==> config.mk <==
export PLATFORM = sky130hd
export DESIGN_NAME = twr_run_ctrl
export DESIGN_NICKNAME = d
export VERILOG_FILES = /design/src/design/twr_pkg.sv /design/src/design/twr_sync_if.sv /design/src/design/twr_sync.sv /design/src/design/twr_run_ctrl.sv
export SDC_FILE = /design/constraint.sdc
export NUM_CORES = 1
export LEC_CHECK = 0
export ABC_CLOCK_PERIOD_IN_PS = 3050
export BUFFER_PORTS_ARGS = -buffer_cell sky130_fd_sc_hd__buf_2
export CORE_AREA = 2 2 39 41
export CTS_CLUSTER_SIZE = 10
export DETAILED_ROUTE_END_ITERATION = 10
export DIE_AREA = 0 0 41 43
export SYNTH_ARGS = -nofsm -noshare
export SYNTH_HDL_FRONTEND = slang
export SYNTH_SLANG_ARGS = --single-unit
==> constraint.sdc <==
create_clock -name clock -period 3.05 [get_ports clock]
set_input_delay 0.305 -clock clock [delete_from_list [all_inputs] [get_ports clock]]
set_output_delay 0.305 -clock clock [all_outputs]
set_load 0.02 [all_outputs]
==> src/design/twr_pkg.sv <==
// Shared constants for the three-wire run control block
package twr_pkg;
  // Terminal control mode code selecting the three-wire scheme
  localparam logic [2:0] MODE_THREE_WIRE = 3'h2;
  localparam int MODE_W = 3;
  // Rotation direction encoding
  localparam logic DIR_FWD = 1'h0;
  localparam logic DIR_REV = 1'h1;
  // Reset values
  localparam logic [1:0] SYNC_RST = 2'h0;
  localparam logic RUN_RST = 1'h0;
endpackage

==> src/design/twr_sync_if.sv <==
// Interface carrying synchronised terminal levels between modules
`timescale 1ns/1ps
`default_nettype none
interface twr_sync_if;
  logic enable_closed;
  logic trigger_level;
  logic direction_level;
  modport src (output enable_closed, output trigger_level, output direction_level);
  modport dst (input enable_closed, input trigger_level, input direction_level);
endinterface
`default_nettype wire

==> src/design/twr_sync.sv <==
// Two-flop synchronisers for the three terminal inputs
`timescale 1ns/1ps
`default_nettype none
module twr_sync (
  // Clock and reset
  input wire logic clock,
  input wire logic rst_n,
  // Raw terminals
  input wire logic run_enable_terminal,
  input wire logic run_trigger_terminal,
  input wire logic direction_terminal,
  // Synchronised levels
  twr_sync_if.src sync
);
  typedef struct packed {
    logic [2:0] stage1;
    logic [2:0] stage2;
  } twr_sync_state_t;

  twr_sync_state_t state_ff;
  twr_sync_state_t nxt_state;
  logic [2:0] raw;

  assign raw = {direction_terminal, run_trigger_terminal, run_enable_terminal};

  always_comb
  begin
    nxt_state = state_ff;
    nxt_state.stage1 = raw;
    nxt_state.stage2 = state_ff.stage1;
  end

  always_ff @(posedge clock or negedge rst_n)
  begin
    if (!rst_n)
    begin
      state_ff <= '0;
    end
    else
    begin
      state_ff <= nxt_state;
    end
  end

  assign sync.enable_closed = state_ff.stage2[0];
  assign sync.trigger_level = state_ff.stage2[1];
  assign sync.direction_level = state_ff.stage2[2];

  // Levels reach the logic exactly two edges after the pins are sampled
  sync_depth_a: assert property (@(posedge clock) disable iff (!rst_n)
    ($past(rst_n, 2) && $past(rst_n)) |-> (state_ff.stage2 == $past(raw, 2)))
    else $error("synchroniser depth wrong");
endmodule
`default_nettype wire

==> src/design/twr_run_ctrl.sv <==
// Three-wire run and direction command logic for the drive terminals
// Contract
// Mode code 2 selects three-wire scheme; enable terminal gates running.
// Outside controller holds enable closed for as long as running is wanted.
// Rising trigger edge with enable closed starts running; level alone does not.
// At start, direction comes from direction terminal level.
// Enable opening stops drive; it is the only stop command. Code also stops on leaving mode code 2.
// While running, direction follows direction terminal changes.
// Terminals are synchronised; trigger edges ignored when open or running.
`timescale 1ns/1ps
`default_nettype none
module twr_run_ctrl (
  // Clock and reset
  input wire logic clock,
  input wire logic rst_n,
  // Mode setting from parameter storage, same clock domain
  input wire logic [twr_pkg::MODE_W-1:0] terminal_mode,
  // Terminals from external contacts
  input wire logic run_enable_terminal,
  input wire logic run_trigger_terminal,
  input wire logic direction_terminal,
  // Commands to the motor control
  output logic run_cmd,
  output logic reverse_cmd,
  output logic start_pulse
);
  typedef enum logic [0:0] {
    ST_STOP = 1'b0,
    ST_RUN = 1'b1
  } twr_state_t;

  typedef struct packed {
    twr_state_t fsm;
    logic trig_prev;
    logic run;
    logic reverse;
    logic start;
  } twr_ctrl_t;

  twr_ctrl_t ctrl_ff;
  twr_ctrl_t nxt_ctrl;
  logic mode_ok;
  logic rise;

  // Pin sample to command register: two synchroniser edges and the decision edge
  localparam int PIN_LAT = 3;

  // A wider mode code would never match the port, leaving the block idle for good
  if ($bits(twr_pkg::MODE_THREE_WIRE) != twr_pkg::MODE_W)
  begin : g_mode_width_check
    $error("mode code width differs from mode port width");
  end

  twr_sync_if sync_bus ();

  twr_sync u_sync (
    .clock(clock),
    .rst_n(rst_n),
    .run_enable_terminal(run_enable_terminal),
    .run_trigger_terminal(run_trigger_terminal),
    .direction_terminal(direction_terminal),
    .sync(sync_bus)
  );

  assign mode_ok = (terminal_mode == twr_pkg::MODE_THREE_WIRE);
  // Edge taken on synchronised level only; a held trigger restarts only after reset
  assign rise = sync_bus.trigger_level && !ctrl_ff.trig_prev;

  always_comb
  begin
    nxt_ctrl = ctrl_ff;
    nxt_ctrl.trig_prev = sync_bus.trigger_level;
    nxt_ctrl.start = 1'b0;
    case (ctrl_ff.fsm)
      ST_STOP:
      begin
        // Edge while enable open is dropped, not remembered
        if (mode_ok && sync_bus.enable_closed && rise)
        begin
          nxt_ctrl.fsm = ST_RUN;
          nxt_ctrl.run = 1'b1;
          nxt_ctrl.start = 1'b1;
          nxt_ctrl.reverse = sync_bus.direction_level ? twr_pkg::DIR_REV
                                                      : twr_pkg::DIR_FWD;
        end
      end
      ST_RUN:
      begin
        // Leaving the mode also stops, so no run survives a mode change
        if (!sync_bus.enable_closed || !mode_ok)
        begin
          nxt_ctrl.fsm = ST_STOP;
          nxt_ctrl.run = 1'b0;
        end
        else
        begin
          nxt_ctrl.reverse = sync_bus.direction_level ? twr_pkg::DIR_REV
                                                      : twr_pkg::DIR_FWD;
        end
      end
      default:
      begin
        nxt_ctrl.fsm = ST_STOP;
        nxt_ctrl.run = 1'b0;
      end
    endcase
  end

  always_ff @(posedge clock or negedge rst_n)
  begin
    if (!rst_n)
    begin
      ctrl_ff <= '{fsm: ST_STOP, trig_prev: 1'b0, run: twr_pkg::RUN_RST,
                   reverse: twr_pkg::DIR_FWD, start: 1'b0};
    end
    else
    begin
      ctrl_ff <= nxt_ctrl;
    end
  end

  assign run_cmd = ctrl_ff.run;
  assign reverse_cmd = ctrl_ff.reverse;
  assign start_pulse = ctrl_ff.start;

  // Assertions
  start_on_edge_a: assert property (@(posedge clock) disable iff (!rst_n)
    (!ctrl_ff.run && mode_ok && sync_bus.enable_closed && rise) |=> (run_cmd && start_pulse))
    else $error("start missed after trigger edge");

  no_level_start_a: assert property (@(posedge clock) disable iff (!rst_n)
    (!run_cmd && !rise) |=> !run_cmd)
    else $error("run began without trigger edge");

  start_dir_a: assert property (@(posedge clock) disable iff (!rst_n)
    $rose(run_cmd) |-> (reverse_cmd == $past(sync_bus.direction_level)))
    else $error("start direction wrong");

  stop_on_open_a: assert property (@(posedge clock) disable iff (!rst_n)
    (run_cmd && !sync_bus.enable_closed) |=> !run_cmd)
    else $error("drive kept running with enable open");

  only_stop_a: assert property (@(posedge clock) disable iff (!rst_n)
    (run_cmd && sync_bus.enable_closed && mode_ok) |=> run_cmd)
    else $error("drive stopped without enable opening");

  dir_track_a: assert property (@(posedge clock) disable iff (!rst_n)
    (run_cmd && sync_bus.enable_closed && mode_ok)
      |=> (reverse_cmd == $past(sync_bus.direction_level)))
    else $error("direction not tracked while running");

  mode_gate_a: assert property (@(posedge clock) disable iff (!rst_n)
    (!mode_ok && !run_cmd) |=> !run_cmd)
    else $error("run outside three-wire mode");

  edge_ignored_a: assert property (@(posedge clock) disable iff (!rst_n)
    (run_cmd && rise) |=> !start_pulse)
    else $error("trigger edge acted on while running");

  sync_delay_a: assert property (@(posedge clock) disable iff (!rst_n)
    $rose(run_cmd) |-> $past(run_trigger_terminal, PIN_LAT))
    else $error("start faster than synchroniser allows");

  pulse_one_cycle_a: assert property (@(posedge clock) disable iff (!rst_n)
    start_pulse |=> !start_pulse)
    else $error("start pulse longer than one cycle");

  pulse_with_run_a: assert property (@(posedge clock) disable iff (!rst_n)
    start_pulse |-> (run_cmd && !$past(run_cmd)))
    else $error("start pulse without a fresh run");

  pulse_needs_rise_a: assert property (@(posedge clock) disable iff (!rst_n)
    start_pulse |-> $past(rise))
    else $error("start pulse without trigger edge");

  rise_needed_a: assert property (@(posedge clock) disable iff (!rst_n)
    $rose(run_cmd) |-> ($past(rise) && $past(sync_bus.enable_closed)))
    else $error("run began without edge and enable");

  mode_needed_a: assert property (@(posedge clock) disable iff (!rst_n)
    $rose(run_cmd) |-> $past(mode_ok))
    else $error("run began outside three-wire mode");

  mode_leave_a: assert property (@(posedge clock) disable iff (!rst_n)
    (run_cmd && !mode_ok) |=> !run_cmd)
    else $error("run kept after leaving three-wire mode");

  mode_no_pulse_a: assert property (@(posedge clock) disable iff (!rst_n)
    !mode_ok |=> !start_pulse)
    else $error("start taken outside three-wire mode");

  stop_cause_a: assert property (@(posedge clock) disable iff (!rst_n)
    $fell(run_cmd) |-> (!$past(mode_ok) || !$past(sync_bus.enable_closed)))
    else $error("drive stopped with enable closed in mode");

  dir_hold_a: assert property (@(posedge clock) disable iff (!rst_n)
    (!run_cmd && !rise) |=> $stable(reverse_cmd))
    else $error("direction moved while stopped");

  open_no_start_a: assert property (@(posedge clock) disable iff (!rst_n)
    !sync_bus.enable_closed |=> !start_pulse)
    else $error("start taken with enable open");

  run_no_pulse_a: assert property (@(posedge clock) disable iff (!rst_n)
    run_cmd |=> !start_pulse)
    else $error("start pulse while already running");

  // Pin-level checks, PIN_LAT edges from pin sample to command
  enable_at_start_a: assert property (@(posedge clock) disable iff (!rst_n)
    $rose(run_cmd) |-> $past(run_enable_terminal, PIN_LAT))
    else $error("start without enable closed at the pin");

  dir_at_start_a: assert property (@(posedge clock) disable iff (!rst_n)
    $rose(run_cmd) |-> (reverse_cmd == $past(direction_terminal, PIN_LAT)))
    else $error("start direction differs from pin level");

  trig_low_first_a: assert property (@(posedge clock) disable iff (!rst_n)
    ($rose(run_cmd) && $past(rst_n, PIN_LAT + 1))
      |-> !$past(run_trigger_terminal, PIN_LAT + 1))
    else $error("start without trigger low before the edge");

  open_latency_a: assert property (@(posedge clock) disable iff (!rst_n)
    (run_cmd && !run_enable_terminal) |-> ##PIN_LAT !run_cmd)
    else $error("drive not stopped after enable opened");
endmodule
`default_nettype wire

==> results_dict.tcl <==
set metrics [dict create \
    core-area_um2 1384 \
    critPathSlowestCell "dfrtp_1" \
    synth_ff_type "dfrtp_1" \
    finalMaxSlewViolations 0 \
    cp_cell_sequence "nor2b_1, o21a_4, mux2_4" \
    synth_cell_types 9 \
    fin_util_pct 32.91 \
    cp_max_fo 3 \
    slew_headroom_pct 84.08 \
    layout_min_cycle_time_ns 1.164 \
    holdWs_ns 0.1467 \
    rsz0062_at_grt "no" \
    fin_skew_ns 0.006340 \
    overflow 0 \
    drt_first_pass_iters 1 \
    synth_top_area_cell "dfrtp_1" \
    cts_tree "yes" \
    tns_ns 0 \
    synth_common_cells "11 x dfrtp_1, 2 x nand2_1" \
    yosysTopAreaCellShare_pct 78.85 \
    synthTopCellsByArea "dfrtp_1 79%, and4bb_4 4.7%, mux2_4 4.3%" \
    cp.arrival_ns 1.32 \
    start_kind "flip-flop" \
    drc 0 \
    num_vias 203 \
    end_kind "flip-flop" \
    dieArea_um2 1763 \
    postRouteAntennaNets 0 \
    synthCells 20 \
    leakage_nw 0.2185 \
    post_cts_resized 0 \
    ys_seq_area_share_pct 78.85 \
    setup_viol 0 \
    crit_buf_inv 0 \
    avgSynthCellArea_um2 17.45 \
    worstMarginPinSlew_ns 0.2382 \
    globalplace.congestion 0.5463 \
    viasPerCell 3.980 \
    synth_edf_count 0 \
    layout-drive-gt1-share_pct 45.71 \
    pin_count 11 \
    wl_per_cell_um 10.88 \
    syn_area_um2 349.1 \
    grt_pass1_wl_um 903 \
    grt_max_degree 12 \
    cap_viol_max_count 0 \
    postCtsSetupRepairBufs 0 \
    wirelength_um 555 \
    finalNetCount 44 \
    fin_crit_sh_pct 38.16 \
    synthArstFlopShare_pct 100.0 \
    vdd_ir_drop_max_mv 0.3317 \
    hold_buffers 1 \
    cts_buffers 3 \
    rows 14 \
    ys_ff_latch 11 \
    layout.cells.non_filler 51 \
    die_h_um 43 \
    area_delta_synth_final_pct 30.47 \
    clock_path_buffers 2 \
    dr.first_iter.drc_count 0 \
    yosys_warnings 0 \
    powerDensity_nw_per_um2 652.6 \
    clock_sinks 11 \
    hold_class "input pin to flip-flop" \
    synth.most_common_cell "dfrtp_1" \
    hold_viol 0 \
    max_stage_delay_ns 0.35 \
    cts.clk_slew.worst_paths_ns 0.07 \
    fmax_ghz 0.8592 \
    cts_root_buf "clkbuf_4" \
    htree_levels 1 \
    port_buffers 10 \
    clock_latency_ns 0.27 \
    dpl.cell_count 46 \
    fillers 140 \
    outcome "finished, final reports clean" \
    synthesis.nets 28 \
    start_util_pct 25.23 \
    path_class "flip-flop to flip-flop" \
    cp_top_family "flip-flops" \
    diodes 0 \
    cp.required_ns 3.21 \
    grt_pass1_vias 223 \
    fp.dieW_um 41 \
    grt_antenna_before_repair 0 \
    grt_usage_pct 8.633 \
]
per-layer routing:
layer	part of all wire [%]	GRT usage, %	vias to the layer above
met2	46	10.31	14
li1	-	-	95
met5	0	0	-
met4	1.4	6.000	0
met3	14	7.853	2
met1	39	9.375	92
logic make-up (layout without fill, tap and decap cells):
group	after synthesis	after routing	synth area share, %
muxes	1	1	4.300
AOI/OAI and AO/OA	3	3	7.164
DFF	11	11	78.85
buffers and inverters	0	15	0
and+or+nand+nor	5	5	9.680
through the flow:
| step | instance area [µm²] | power (mW) | setup slack (ns) |
|---|---|---|---|
| finish | 455.4 | 0.2972 | 1.886 |
| global route | 455.4 | 0.3152 | 1.796 |
| CTS | 455.4 | 0.3029 | 1.869 |
| detailed placement | 419.2 | 0.2040 | 1.747 |
| global placement | 419.2 | 0.2007 | 1.765 |
| floorplan | 349.1 | 0.1859 | 1.884 |
layout by cell type (no fill, tap or decap), drive strengths merged:
master / instances
a21oi: 1
o21ai: 1
clkbuf: 4
and4bb: 1
o21a: 1
nor2: 1
buf: 10
mux2: 1
nor2b: 1
dfrtp: 11
dlygate4sd3: 1
nand2: 2
path summary, 6_finish.rpt:
| kind | from | endpoint | slack (ns) | cells after the start |
|---|---|---|---|---|
| worst min register to register | u_sync.nxt_state[0] | u_sync.sync.enable_closed | 0.35 | 0 |
| max in group asynchronous | rst_n | u_sync.nxt_state[2] | 2.42 | 2 |
| min in group asynchronous | rst_n | run_cmd | 0.43 | 2 |
| worst max-delay path | u_sync.sync.trigger_level | reverse_cmd | 1.89 | 3 |
| worst max register to register | u_sync.sync.trigger_level | reverse_cmd | 1.89 | 3 |
| worst min-delay path | direction_terminal | u_sync.nxt_state[2] | 0.15 | 1 |
layout make-up:
| type | count | area (µm²) | share of cell area, % |
|---|---|---|---|
| sequential | 11 | 275.3 | 60.44 |
| multi-input combinational | 9 | 73.82 | 16.21 |
| timing repair buffer | 11 | 60.06 | 13.19 |
| clock buffer | 4 | 26.28 | 5.769 |
| tap | 16 | 20.02 | 4.396 |
where the power goes:
part	leakage [nW]	internal, mW	switching (mW)
logic	0.0706	0.0160	0.0204
clock network	0.0150	0.0506	0.0453
registers	0.133	0.158	0.00674
flip-flops by register name, indices dropped and copies added (netlist names):
register / flops
u_sync.nxt_state: 3
ctrl_ff: 2
reverse_cmd: 1
run_cmd: 1
start_pulse: 1
u_sync.sync.direction_level: 1
u_sync.sync.enable_closed: 1
u_sync.sync.trigger_level: 1
No activity file was read; power rests on OpenSTA's default activity.
